===== src/rtl/core_sfr_bank_low_pkg.sv =====
// constants, field layouts and carrier types of the low special-function register bank
package core_sfr_bank_low_pkg;

   // ---------------------------------------------------------------
   // widths
   // ---------------------------------------------------------------
   localparam int DATA_W = 8;
   localparam int PC_W = 11;
   localparam int PC_HIGH_W = 3;
   localparam int DADDR_W = 7;
   localparam int BANK_W = 2;
   localparam int MEM_ADDR_W = BANK_W + DADDR_W;
   localparam int PORT_C_W = 2;

   // ---------------------------------------------------------------
   // register offsets
   // ---------------------------------------------------------------
   localparam logic [DADDR_W-1:0] ADDR_INDIRECT_ACCESS_PORT = 7'h00;
   localparam logic [DADDR_W-1:0] ADDR_TIMER0_COUNT = 7'h01;
   localparam logic [DADDR_W-1:0] ADDR_PROGRAM_COUNTER_LOW = 7'h02;
   localparam logic [DADDR_W-1:0] ADDR_STATUS_FLAGS = 7'h03;
   localparam logic [DADDR_W-1:0] ADDR_INDIRECT_POINTER = 7'h04;
   localparam logic [DADDR_W-1:0] ADDR_PORT_A_DATA = 7'h05;
   localparam logic [DADDR_W-1:0] ADDR_PORT_B_DATA = 7'h06;
   localparam logic [DADDR_W-1:0] ADDR_PORT_C_DATA = 7'h07;
   localparam logic [DADDR_W-1:0] SFR_SPACE_LAST = 7'h1f;
   localparam logic [DADDR_W-1:0] SFR_BANK_LOW_LAST = 7'h07;

   // ---------------------------------------------------------------
   // status field positions
   // ---------------------------------------------------------------
   localparam int ST_CARRY = 0;
   localparam int ST_HALF_CARRY = 1;
   localparam int ST_ZERO = 2;
   localparam int ST_POWER_DOWN = 3;
   localparam int ST_TIMEOUT = 4;
   localparam int ST_SPARE = 5;
   localparam int ST_BANK_LO = 6;
   localparam int ST_BANK_HI = 7;
   localparam int PTR_SPARE = 7;

   // ---------------------------------------------------------------
   // values after reset
   // ---------------------------------------------------------------
   localparam logic [DATA_W-1:0] STATUS_RESET = 8'h18;
   localparam logic [DATA_W-1:0] POINTER_RESET = 8'h00;
   localparam logic [DATA_W-1:0] TIMER0_RESET = 8'h00;
   localparam logic [DATA_W-1:0] PORT_LATCH_RESET = 8'h00;
   localparam logic [PC_W-1:0] PC_RESET = 11'h000;
   localparam logic [PC_W-1:0] PC_STEP = 11'h001;

   // ---------------------------------------------------------------
   // carrier types
   // ---------------------------------------------------------------
   typedef struct packed {
      logic rd;
      logic wr;
      logic [DADDR_W-1:0] addr;
      logic [DATA_W-1:0] wdata;
   } sfr_req_s;

   typedef struct packed {
      logic c_we;
      logic dc_we;
      logic z_we;
      logic sub;
      logic carry;
      logic half_carry;
      logic [DATA_W-1:0] result;
   } alu_flags_s;

   typedef struct packed {
      logic rd;
      logic wr;
      logic [MEM_ADDR_W-1:0] addr;
      logic [DATA_W-1:0] wdata;
   } mem_req_s;

endpackage : core_sfr_bank_low_pkg


===== src/rtl/core_sfr_bank_low.sv =====
// low special-function register bank: indirect port, timer0, pc low, status, pointer, port data
`timescale 1ns/1ps

module core_sfr_bank_low
   import core_sfr_bank_low_pkg::*;
(
   input wire logic i_ref_clk,
   input wire logic i_rst_n,
   input wire sfr_req_s i_sfr_req,
   output logic [DATA_W-1:0] o_rdata,
   output logic o_rvalid,
   output mem_req_s o_mem_req,
   input wire logic [DATA_W-1:0] i_mem_rdata,
   input wire logic i_inst_tick,
   input wire logic i_timer0_ext_clock_pin,
   input wire logic i_lfosc_tick,
   input wire logic i_timer0_mode_setting,
   input wire logic i_cfg_timer0_low_osc,
   input wire logic i_instr_done,
   input wire logic i_long_jump_instr,
   input wire logic i_long_call_instr,
   input wire logic [PC_W-1:0] i_instr_target,
   input wire logic [PC_HIGH_W-1:0] i_pc_high_buffer,
   output logic [PC_W-1:0] o_pc,
   output logic o_stack_push,
   output logic [PC_W-1:0] o_stack_data,
   input wire alu_flags_s i_alu_flags,
   input wire logic i_clrwdt_instr,
   input wire logic i_sleep_instr,
   input wire logic i_wdt_timeout,
   output logic [DATA_W-1:0] o_status_flags,
   output logic [BANK_W-1:0] o_bank_select,
   output logic [DATA_W-1:0] o_indirect_pointer,
   output logic [DATA_W-1:0] o_timer0_count,
   input wire logic i_port_read_source_option,
   input wire logic [DATA_W-1:0] i_port_a_pin,
   input wire logic [DATA_W-1:0] i_port_a_is_input,
   input wire logic [DATA_W-1:0] i_port_b_pin,
   input wire logic [DATA_W-1:0] i_port_b_is_input,
   input wire logic [PORT_C_W-1:0] i_port_c_pin,
   input wire logic [PORT_C_W-1:0] i_port_c_is_input,
   output logic [DATA_W-1:0] o_port_a_latch,
   output logic [DATA_W-1:0] o_port_b_latch,
   output logic [PORT_C_W-1:0] o_port_c_latch
);

   // ---------------------------------------------------------------
   // address decode
   // ---------------------------------------------------------------
   logic hit;
   logic rd_hit;
   logic wr_hit;
   logic wr_timer;
   logic wr_pcl;
   logic wr_status;
   logic wr_pointer;
   logic wr_port_a;
   logic wr_port_b;
   logic wr_port_c;
   logic indirect_rd_q;
   logic [DATA_W-1:0] timer_q;
   logic [PC_W-1:0] pc_q;
   logic [DATA_W-1:0] status_q;
   logic [DATA_W-1:0] pointer_q;
   logic [DATA_W-1:0] latch_a_q;
   logic [DATA_W-1:0] latch_b_q;
   logic [PORT_C_W-1:0] latch_c_q;

   // bank bits play no part in this decode
   assign hit = (i_sfr_req.addr <= SFR_BANK_LOW_LAST);
   assign rd_hit = i_sfr_req.rd & hit;
   assign wr_hit = i_sfr_req.wr & hit;
   assign wr_timer = wr_hit & (i_sfr_req.addr == ADDR_TIMER0_COUNT);
   assign wr_pcl = wr_hit & (i_sfr_req.addr == ADDR_PROGRAM_COUNTER_LOW);
   assign wr_status = wr_hit & (i_sfr_req.addr == ADDR_STATUS_FLAGS);
   assign wr_pointer = wr_hit & (i_sfr_req.addr == ADDR_INDIRECT_POINTER);
   assign wr_port_a = wr_hit & (i_sfr_req.addr == ADDR_PORT_A_DATA);
   assign wr_port_b = wr_hit & (i_sfr_req.addr == ADDR_PORT_B_DATA);
   assign wr_port_c = wr_hit & (i_sfr_req.addr == ADDR_PORT_C_DATA);

   // ---------------------------------------------------------------
   // indirect access redirection
   // ---------------------------------------------------------------
   logic ind_access;

   assign ind_access = hit & (i_sfr_req.addr == ADDR_INDIRECT_ACCESS_PORT);

   always_ff @(posedge i_ref_clk or negedge i_rst_n) begin
      if (!i_rst_n) begin
         o_mem_req <= '0;
      end else begin
         o_mem_req.rd <= ind_access & i_sfr_req.rd;
         o_mem_req.wr <= ind_access & i_sfr_req.wr;
         o_mem_req.addr <= {status_q[ST_BANK_HI:ST_BANK_LO], pointer_q[DADDR_W-1:0]};
         o_mem_req.wdata <= i_sfr_req.wdata;
      end
   end

   // ---------------------------------------------------------------
   // timer0 count and clock selection
   // ---------------------------------------------------------------
   logic ext_pin_q;
   logic ext_rise;
   logic timer_tick;

   assign ext_rise = i_timer0_ext_clock_pin & ~ext_pin_q;
   // mode selects internal instruction clock or external source; config picks pin or low oscillator
   assign timer_tick = !i_timer0_mode_setting ? i_inst_tick :
                       (i_cfg_timer0_low_osc ? i_lfosc_tick : ext_rise);

   always_ff @(posedge i_ref_clk or negedge i_rst_n) begin
      if (!i_rst_n) begin
         ext_pin_q <= 1'b0;
      end else begin
         ext_pin_q <= i_timer0_ext_clock_pin;
      end
   end

   always_ff @(posedge i_ref_clk or negedge i_rst_n) begin
      if (!i_rst_n) begin
         timer_q <= TIMER0_RESET;
      end else if (wr_timer) begin
         timer_q <= i_sfr_req.wdata;
      end else if (timer_tick) begin
         timer_q <= timer_q + 8'h01;
      end
   end

   // ---------------------------------------------------------------
   // program counter
   // ---------------------------------------------------------------
   logic long_op;
   logic [PC_W-1:0] pc_next_seq;

   assign long_op = i_long_jump_instr | i_long_call_instr;
   assign pc_next_seq = pc_q + PC_STEP;

   always_ff @(posedge i_ref_clk or negedge i_rst_n) begin
      if (!i_rst_n) begin
         pc_q <= PC_RESET;
      end else if (long_op) begin
         pc_q <= i_instr_target;
      end else if (wr_pcl) begin
         pc_q <= {i_pc_high_buffer, i_sfr_req.wdata};
      end else if (i_instr_done) begin
         pc_q <= pc_next_seq;
      end
   end

   always_ff @(posedge i_ref_clk or negedge i_rst_n) begin
      if (!i_rst_n) begin
         o_stack_push <= 1'b0;
         o_stack_data <= PC_RESET;
      end else begin
         o_stack_push <= i_long_call_instr;
         o_stack_data <= pc_next_seq;
      end
   end

   // ---------------------------------------------------------------
   // status flags
   // ---------------------------------------------------------------
   always_ff @(posedge i_ref_clk or negedge i_rst_n) begin
      if (!i_rst_n) begin
         status_q <= STATUS_RESET;
      end else begin
         if (wr_status) begin
            status_q <= i_sfr_req.wdata;
         end
         if (i_alu_flags.c_we) begin
            status_q[ST_CARRY] <= i_alu_flags.sub ? ~i_alu_flags.carry : i_alu_flags.carry;
         end
         if (i_alu_flags.dc_we) begin
            status_q[ST_HALF_CARRY] <= i_alu_flags.sub ? ~i_alu_flags.half_carry : i_alu_flags.half_carry;
         end
         if (i_alu_flags.z_we) begin
            status_q[ST_ZERO] <= (i_alu_flags.result == 8'h00);
         end
         if (i_clrwdt_instr) begin
            status_q[ST_POWER_DOWN] <= 1'b1;
         end else if (i_sleep_instr) begin
            status_q[ST_POWER_DOWN] <= 1'b0;
         end
         if (i_wdt_timeout) begin
            status_q[ST_TIMEOUT] <= 1'b0;
         end else if (i_clrwdt_instr | i_sleep_instr) begin
            status_q[ST_TIMEOUT] <= 1'b1;
         end
      end
   end

   // ---------------------------------------------------------------
   // indirect pointer
   // ---------------------------------------------------------------
   always_ff @(posedge i_ref_clk or negedge i_rst_n) begin
      if (!i_rst_n) begin
         pointer_q <= POINTER_RESET;
      end else if (wr_pointer) begin
         pointer_q <= i_sfr_req.wdata;
      end
   end

   // ---------------------------------------------------------------
   // port data latches
   // ---------------------------------------------------------------
   always_ff @(posedge i_ref_clk or negedge i_rst_n) begin
      if (!i_rst_n) begin
         latch_a_q <= PORT_LATCH_RESET;
         latch_b_q <= PORT_LATCH_RESET;
         latch_c_q <= PORT_LATCH_RESET[PORT_C_W-1:0];
      end else begin
         if (wr_port_a) begin
            latch_a_q <= i_sfr_req.wdata;
         end
         if (wr_port_b) begin
            latch_b_q <= i_sfr_req.wdata;
         end
         if (wr_port_c) begin
            latch_c_q <= i_sfr_req.wdata[PORT_C_W-1:0];
         end
      end
   end

   // ---------------------------------------------------------------
   // port read source
   // ---------------------------------------------------------------
   logic [DATA_W-1:0] port_a_view;
   logic [DATA_W-1:0] port_b_view;
   logic [PORT_C_W-1:0] port_c_view;

   // inputs always show the pin; outputs show pin or latch per option
   assign port_a_view = (i_port_a_is_input & i_port_a_pin) |
                        (~i_port_a_is_input & (i_port_read_source_option ? latch_a_q : i_port_a_pin));
   assign port_b_view = (i_port_b_is_input & i_port_b_pin) |
                        (~i_port_b_is_input & (i_port_read_source_option ? latch_b_q : i_port_b_pin));
   assign port_c_view = (i_port_c_is_input & i_port_c_pin) |
                        (~i_port_c_is_input & (i_port_read_source_option ? latch_c_q : i_port_c_pin));

   // ---------------------------------------------------------------
   // read data path
   // ---------------------------------------------------------------
   logic [DATA_W-1:0] rd_mux;

   always_comb begin
      rd_mux = 8'h00;
      unique case (i_sfr_req.addr)
         ADDR_TIMER0_COUNT: rd_mux = timer_q;
         ADDR_PROGRAM_COUNTER_LOW: rd_mux = pc_q[DATA_W-1:0];
         ADDR_STATUS_FLAGS: rd_mux = status_q;
         ADDR_INDIRECT_POINTER: rd_mux = pointer_q;
         ADDR_PORT_A_DATA: rd_mux = port_a_view;
         ADDR_PORT_B_DATA: rd_mux = port_b_view;
         ADDR_PORT_C_DATA: rd_mux = {6'h00, port_c_view};
         default: rd_mux = 8'h00;
      endcase
   end

   always_ff @(posedge i_ref_clk or negedge i_rst_n) begin
      if (!i_rst_n) begin
         indirect_rd_q <= 1'b0;
         o_rdata <= 8'h00;
         o_rvalid <= 1'b0;
      end else begin
         indirect_rd_q <= o_mem_req.rd;
         if (o_mem_req.rd) begin
            o_rdata <= i_mem_rdata;
            o_rvalid <= 1'b1;
         end else begin
            o_rdata <= rd_mux;
            o_rvalid <= rd_hit & ~ind_access;
         end
      end
   end

   // ---------------------------------------------------------------
   // state outputs
   // ---------------------------------------------------------------
   always_ff @(posedge i_ref_clk or negedge i_rst_n) begin
      if (!i_rst_n) begin
         o_pc <= PC_RESET;
         o_status_flags <= STATUS_RESET;
         o_bank_select <= STATUS_RESET[ST_BANK_HI:ST_BANK_LO];
         o_indirect_pointer <= POINTER_RESET;
         o_timer0_count <= TIMER0_RESET;
         o_port_a_latch <= PORT_LATCH_RESET;
         o_port_b_latch <= PORT_LATCH_RESET;
         o_port_c_latch <= PORT_LATCH_RESET[PORT_C_W-1:0];
      end else begin
         o_pc <= pc_q;
         o_status_flags <= status_q;
         o_bank_select <= status_q[ST_BANK_HI:ST_BANK_LO];
         o_indirect_pointer <= pointer_q;
         o_timer0_count <= timer_q;
         o_port_a_latch <= latch_a_q;
         o_port_b_latch <= latch_b_q;
         o_port_c_latch <= latch_c_q;
      end
   end
endmodule : core_sfr_bank_low


===== config.mk =====
export PLATFORM = sky130hd
export DESIGN_NAME = core_sfr_bank_low
export DESIGN_NICKNAME = d
export VERILOG_FILES = /design/src/rtl/core_sfr_bank_low_pkg.sv /design/src/rtl/core_sfr_bank_low.sv
export SDC_FILE = /design/constraint.sdc
export NUM_CORES = 1
export LEC_CHECK = 0
export BUFFER_PORTS_ARGS = -buffer_cell sky130_fd_sc_hd__buf_2
export CAP_MARGIN = 15
export CORE_UTILIZATION = 54
export DETAILED_ROUTE_END_ITERATION = 10
export GPL_TIMING_DRIVEN = 0
export PLACE_DENSITY = 0.82
export SYNTH_ARGS = -nofsm -noshare
export SYNTH_HDL_FRONTEND = slang
export SYNTH_SLANG_ARGS = --single-unit

===== constraint.sdc =====
create_clock -name i_ref_clk -period 5.3 [get_ports i_ref_clk]
set_input_delay 0.265 -clock i_ref_clk [delete_from_list [all_inputs] [get_ports i_ref_clk]]
set_output_delay 0.265 -clock i_ref_clk [all_outputs]
set_load 0.05 [all_outputs]

==> results_dict.tcl <==
set metrics [dict create \
    area_delta_synth_final_pct 37.3 \
    layout-drive-gt1-share_pct 39.4 \
    syn-num-nets 582 \
    cts_clock_pin_slew_for_the_worst_setup_and_hold_paths_ns 0.06 \
    std_cell_rows 37 \
    drc 0 \
    buf_inv_on_cp 3 \
    htree_levels 4 \
    groute.layer.met3.usage_pct 7.17 \
    worstPathMaxFanout 10 \
    detail-route-antenna-nets 0 \
    slew_headroom_pct 58.5 \
    grt_use_met2_pct 52.1 \
    route.detailed.vias_per_inst 5.56 \
    synth.lib_cells_used.distinct 52 \
    drt_first_pass_iters 6 \
    post_synth.cell_area_avg_um2 12.1 \
    wp_depth 8 \
    count_of_endpoints_failing_hold_in_the_final_timing_report 0 \
    grtUsageTotal_pct 31.6 \
    hold_path.class "in -> reg" \
    ff_to_ff_end "timer_q[5]$_DFFE_PN0P_" \
    criticalPathCategory "in -> reg" \
    drtIter0Drc 371 \
    power_density_nw_per_um2 424 \
    cp_cell_sequence "buf_2 -> nor4_4 -> and2_1 -> buf_6 -> nand3_4 -> mux2i_1 -> o21bai_1 -> dlygate4sd3_1" \
    synth_warnings 0 \
    insertion_delay_ns 0.53 \
    worst_r2r_path_depth 5 \
    via_count_of_the_first_global_routing_pass 4920 \
    ys_async_rst_share_pct 100 \
    status "completed" \
    synth_top_cell_area_share_pct 58.1 \
    cp_slowest_stage_delay_ns 0.55 \
    mostFrequentLayoutCells "sky130_fd_sc_hd__buf_2 (201), sky130_fd_sc_hd__dfrtp_1 (134), sky130_fd_sc_hd__nand2_1 (43)" \
    tns_ns 0 \
    pin_slew_with_the_least_headroom_to_its_limit_ns 0.623 \
    synth_cells 477 \
    numCtsBuffers 17 \
    biggest_area_contributors_in_the_synthesized_netlist "sky130_fd_sc_hd__dfrtp_1 (58%), sky130_fd_sc_hd__mux2_2 (5.5%), sky130_fd_sc_hd__mux2i_1 (4.9%)" \
    port_buffers 195 \
    ys_ff_latch 138 \
    cp_top_family "simple AND/OR/NAND/NOR gates" \
    crit_end "status_q[3]$_DFFE_PN1P_" \
    initial_core_util_pct 55.9 \
    period_share_pct 37.3 \
    timing.critical_path.from_type "input port" \
    portion_of_the_post_synthesis_area_used_by_sequential_elements_pct 60.0 \
    synthFlopType "sky130_fd_sc_hd__dfrtp_1" \
    clock_skew_ns 0.00911 \
    grt_most_used_layer "met2" \
    report.final.setup_viol 0 \
    finalNonFillerCells 870 \
    cts_num_sinks 138 \
    place_hpwl_mm 11.2 \
    tritoncts "built" \
    fillers 638 \
    synth-edff-count 0 \
    drt-wirelength-per-cell_um 19.1 \
    max_cap_violations 0 \
    grt_overflow 0 \
    synthesis.area_um2 5770 \
    regToRegStartpoint "ext_pin_q$_DFF_PN0_" \
    num_antenna_cells 0 \
    critPathLaunch "i_sfr_req[11]" \
    end_kind "flop" \
    cts.root.buffer_cell "sky130_fd_sc_hd__clkbuf_8" \
    number_of_antenna_violations_at_the_first_check_in_global_routing 0 \
    via_count 4835 \
    rsz0062_at_grt "no" \
    die_height_um 105 \
    core_region_area_um2 10300 \
    postRouteWirelength_mm 16.6 \
    max_freq_ghz 0.505 \
    mostFrequentLayoutCell "sky130_fd_sc_hd__buf_2" \
    post_cts.resized_instances 0 \
    power.static_leakage_nw 4.04 \
    net_count_reported_at_finish 826 \
    clock_path_buffers 2 \
    slew_violations 0 \
    num_io_pins 198 \
    gp_congestion 0.883 \
    die_w_um 105 \
    die_area_um2 11100 \
    power.ir.vdd_worst_mv 0.237 \
    first_pass_grt_wire_length_mm 26.0 \
    fraction_of_the_core_area_covered_by_cells_at_the_end_of_the_flow_pct 76.7 \
    critical_path_required_ns 5.75 \
    synth_top_cell_by_area "sky130_fd_sc_hd__dfrtp_1" \
    grt_util_met1_pct 40.1 \
    largest_net_degree_at_the_start_of_global_routing 76 \
    worst_path_max_delay_cell "sky130_fd_sc_hd__dlygate4sd3_1" \
    worst-r2r-setup-slack_ns 3.36 \
    finalWorstPathRequiredPeriod_ns 1.98 \
    numPlacedInstances 809 \
    timing.critical_path.arrival_ns 2.43 \
]
==> sequential cells by signal (all words and copies together) (netlist names) <==
signal,cells
o_indirect_pointer,8
o_bank_select,2
ext_pin_q,1
o_port_c_latch,2
o_pc,11
o_rdata,8
o_port_a_latch,8
o_timer0_count,8
o_stack_data,11
o_stack_push,1
o_rvalid,1
status_q,8
pc_q,11
latch_c_q,2
timer_q,8
latch_a_q,8
pointer_q,8
o_mem_req,10
o_status_flags,6
latch_b_q,8
o_port_b_latch,8
==> how the worst min path moves through the flow <==
stage | cells past startpoint | slack [ns] | start | to
after floorplan | 0 | -0.03 | i_rst_n | ext_pin_q$_DFF_PN0_
final | 3 | 0.02 | i_mem_rdata[0] | o_rdata[0]$_DFF_PN0_
after global routing | 3 | 0.009 | i_mem_rdata[3] | o_rdata[3]$_DFF_PN0_
after detailed placement | 1 | 0.28 | i_rst_n | latch_b_q[0]$_DFFE_PN0P_
after CTS | 3 | 0.0007 | i_mem_rdata[0] | o_rdata[0]$_DFF_PN0_
after global placement | 0 | 0.36 | pc_q[6]$_DFFE_PN0P_ | o_pc[6]$_DFF_PN0_
==> cells by family after synthesis <==
group | count (synthesis) | share of synthesized area (%)
xor gates and xnor gates | 22 | 3.34
buffers and inverters | 35 | 3.30
AOI/OAI and AO/OA | 77 | 8.81
adders and majority gates | 2 | 0.434
DFF | 138 | 60.0
and+or+nand+nor | 147 | 13.8
muxes | 56 | 10.3
==> worst reg2reg max path, delay by kind of cell, from the launching register on <==
kind / cells / cell delay (ns)
AOI/OAI and AO/OA: 2 / 0.55
xor gates and xnor gates: 1 / 0.22
DFF: 1 / 0.36
and+or+nand+nor: 2 / 0.69
==> where the power goes <==
part           switching [W]  total [W]  internal, W
registers           0.000109    0.00130      0.00119
clock network       0.000438    0.00135     0.000912
logic               0.000501   0.000713     0.000212
total                0.00105    0.00336      0.00231
==> layer usage <==
layer | up-vias | part of all wire, %
met2 | 265 | 50
li1 | 2164 | -
met4 | 0 | 2.9
met5 | - | 0
met1 | 2363 | 39
met3 | 43 | 7.2
==> cell type report <==
cell class / instances / area, um^2 / share of cell area [%]
buffer: 31 / 175 / 2.21
clock buffer: 22 / 473 / 5.97
clock inverter: 10 / 210 / 2.65
inverter: 4 / 15.0 / 0.190
multi-input combinational: 304 / 2120 / 26.7
sequential: 138 / 3460 / 43.7
tap: 136 / 170 / 2.15
timing repair buffer: 225 / 1300 / 16.4
==> timing repair <==
action                                  4_1_cts  5_1_grt
endpoints found under the hold margin        86        0
hold buffers                                 29        0
buffers inserted                              0        0
endpoints found under the setup margin        0        0
==> cell usage after synthesis, types with 3 or more instances <==
cell / number
sky130_fd_sc_hd__dfrtp_1: 134
sky130_fd_sc_hd__nand2_1: 43
sky130_fd_sc_hd__nor2_1: 29
sky130_fd_sc_hd__mux2_2: 28
sky130_fd_sc_hd__mux2i_1: 28
sky130_fd_sc_hd__nor2b_1: 23
sky130_fd_sc_hd__o21ai_0: 23
sky130_fd_sc_hd__xor2_1: 15
sky130_fd_sc_hd__nand3_1: 13
sky130_fd_sc_hd__a21oi_1: 12
sky130_fd_sc_hd__buf_4: 11
sky130_fd_sc_hd__clkbuf_1: 10
sky130_fd_sc_hd__buf_2: 7
sky130_fd_sc_hd__nand4_1: 7
sky130_fd_sc_hd__xnor2_1: 7
sky130_fd_sc_hd__a22oi_1: 6
sky130_fd_sc_hd__a31oi_1: 6
sky130_fd_sc_hd__and3_1: 6
sky130_fd_sc_hd__o211ai_1: 6
sky130_fd_sc_hd__a221o_1: 5
sky130_fd_sc_hd__nand2b_1: 5
sky130_fd_sc_hd__o22ai_1: 5
sky130_fd_sc_hd__dfstp_2: 4
sky130_fd_sc_hd__inv_1: 4
sky130_fd_sc_hd__nand3_4: 3
sky130_fd_sc_hd__nor3_1: 3
sky130_fd_sc_hd__or3_1: 3
==> stage by stage <==
| step | hold WS [ns] | area [um^2] | total power, W | setup WS, ns |
|---|---|---|---|---|
| final | 0.0233 | 7920 | 0.00336 | 3.32 |
| after global routing | 0.00945 | 7920 | 0.00347 | 3.24 |
| after CTS | 0.000682 | 7920 | 0.00336 | 3.40 |
| after detailed placement | 0.280 | 6950 | 0.00199 | 3.20 |
| after global placement | 0.361 | 6910 | 0.00197 | 2.23 |
| after floorplan | -0.0306 | 5770 | 0.00176 | 3.64 |
Note: power is estimated with default switching activity, not from simulation.
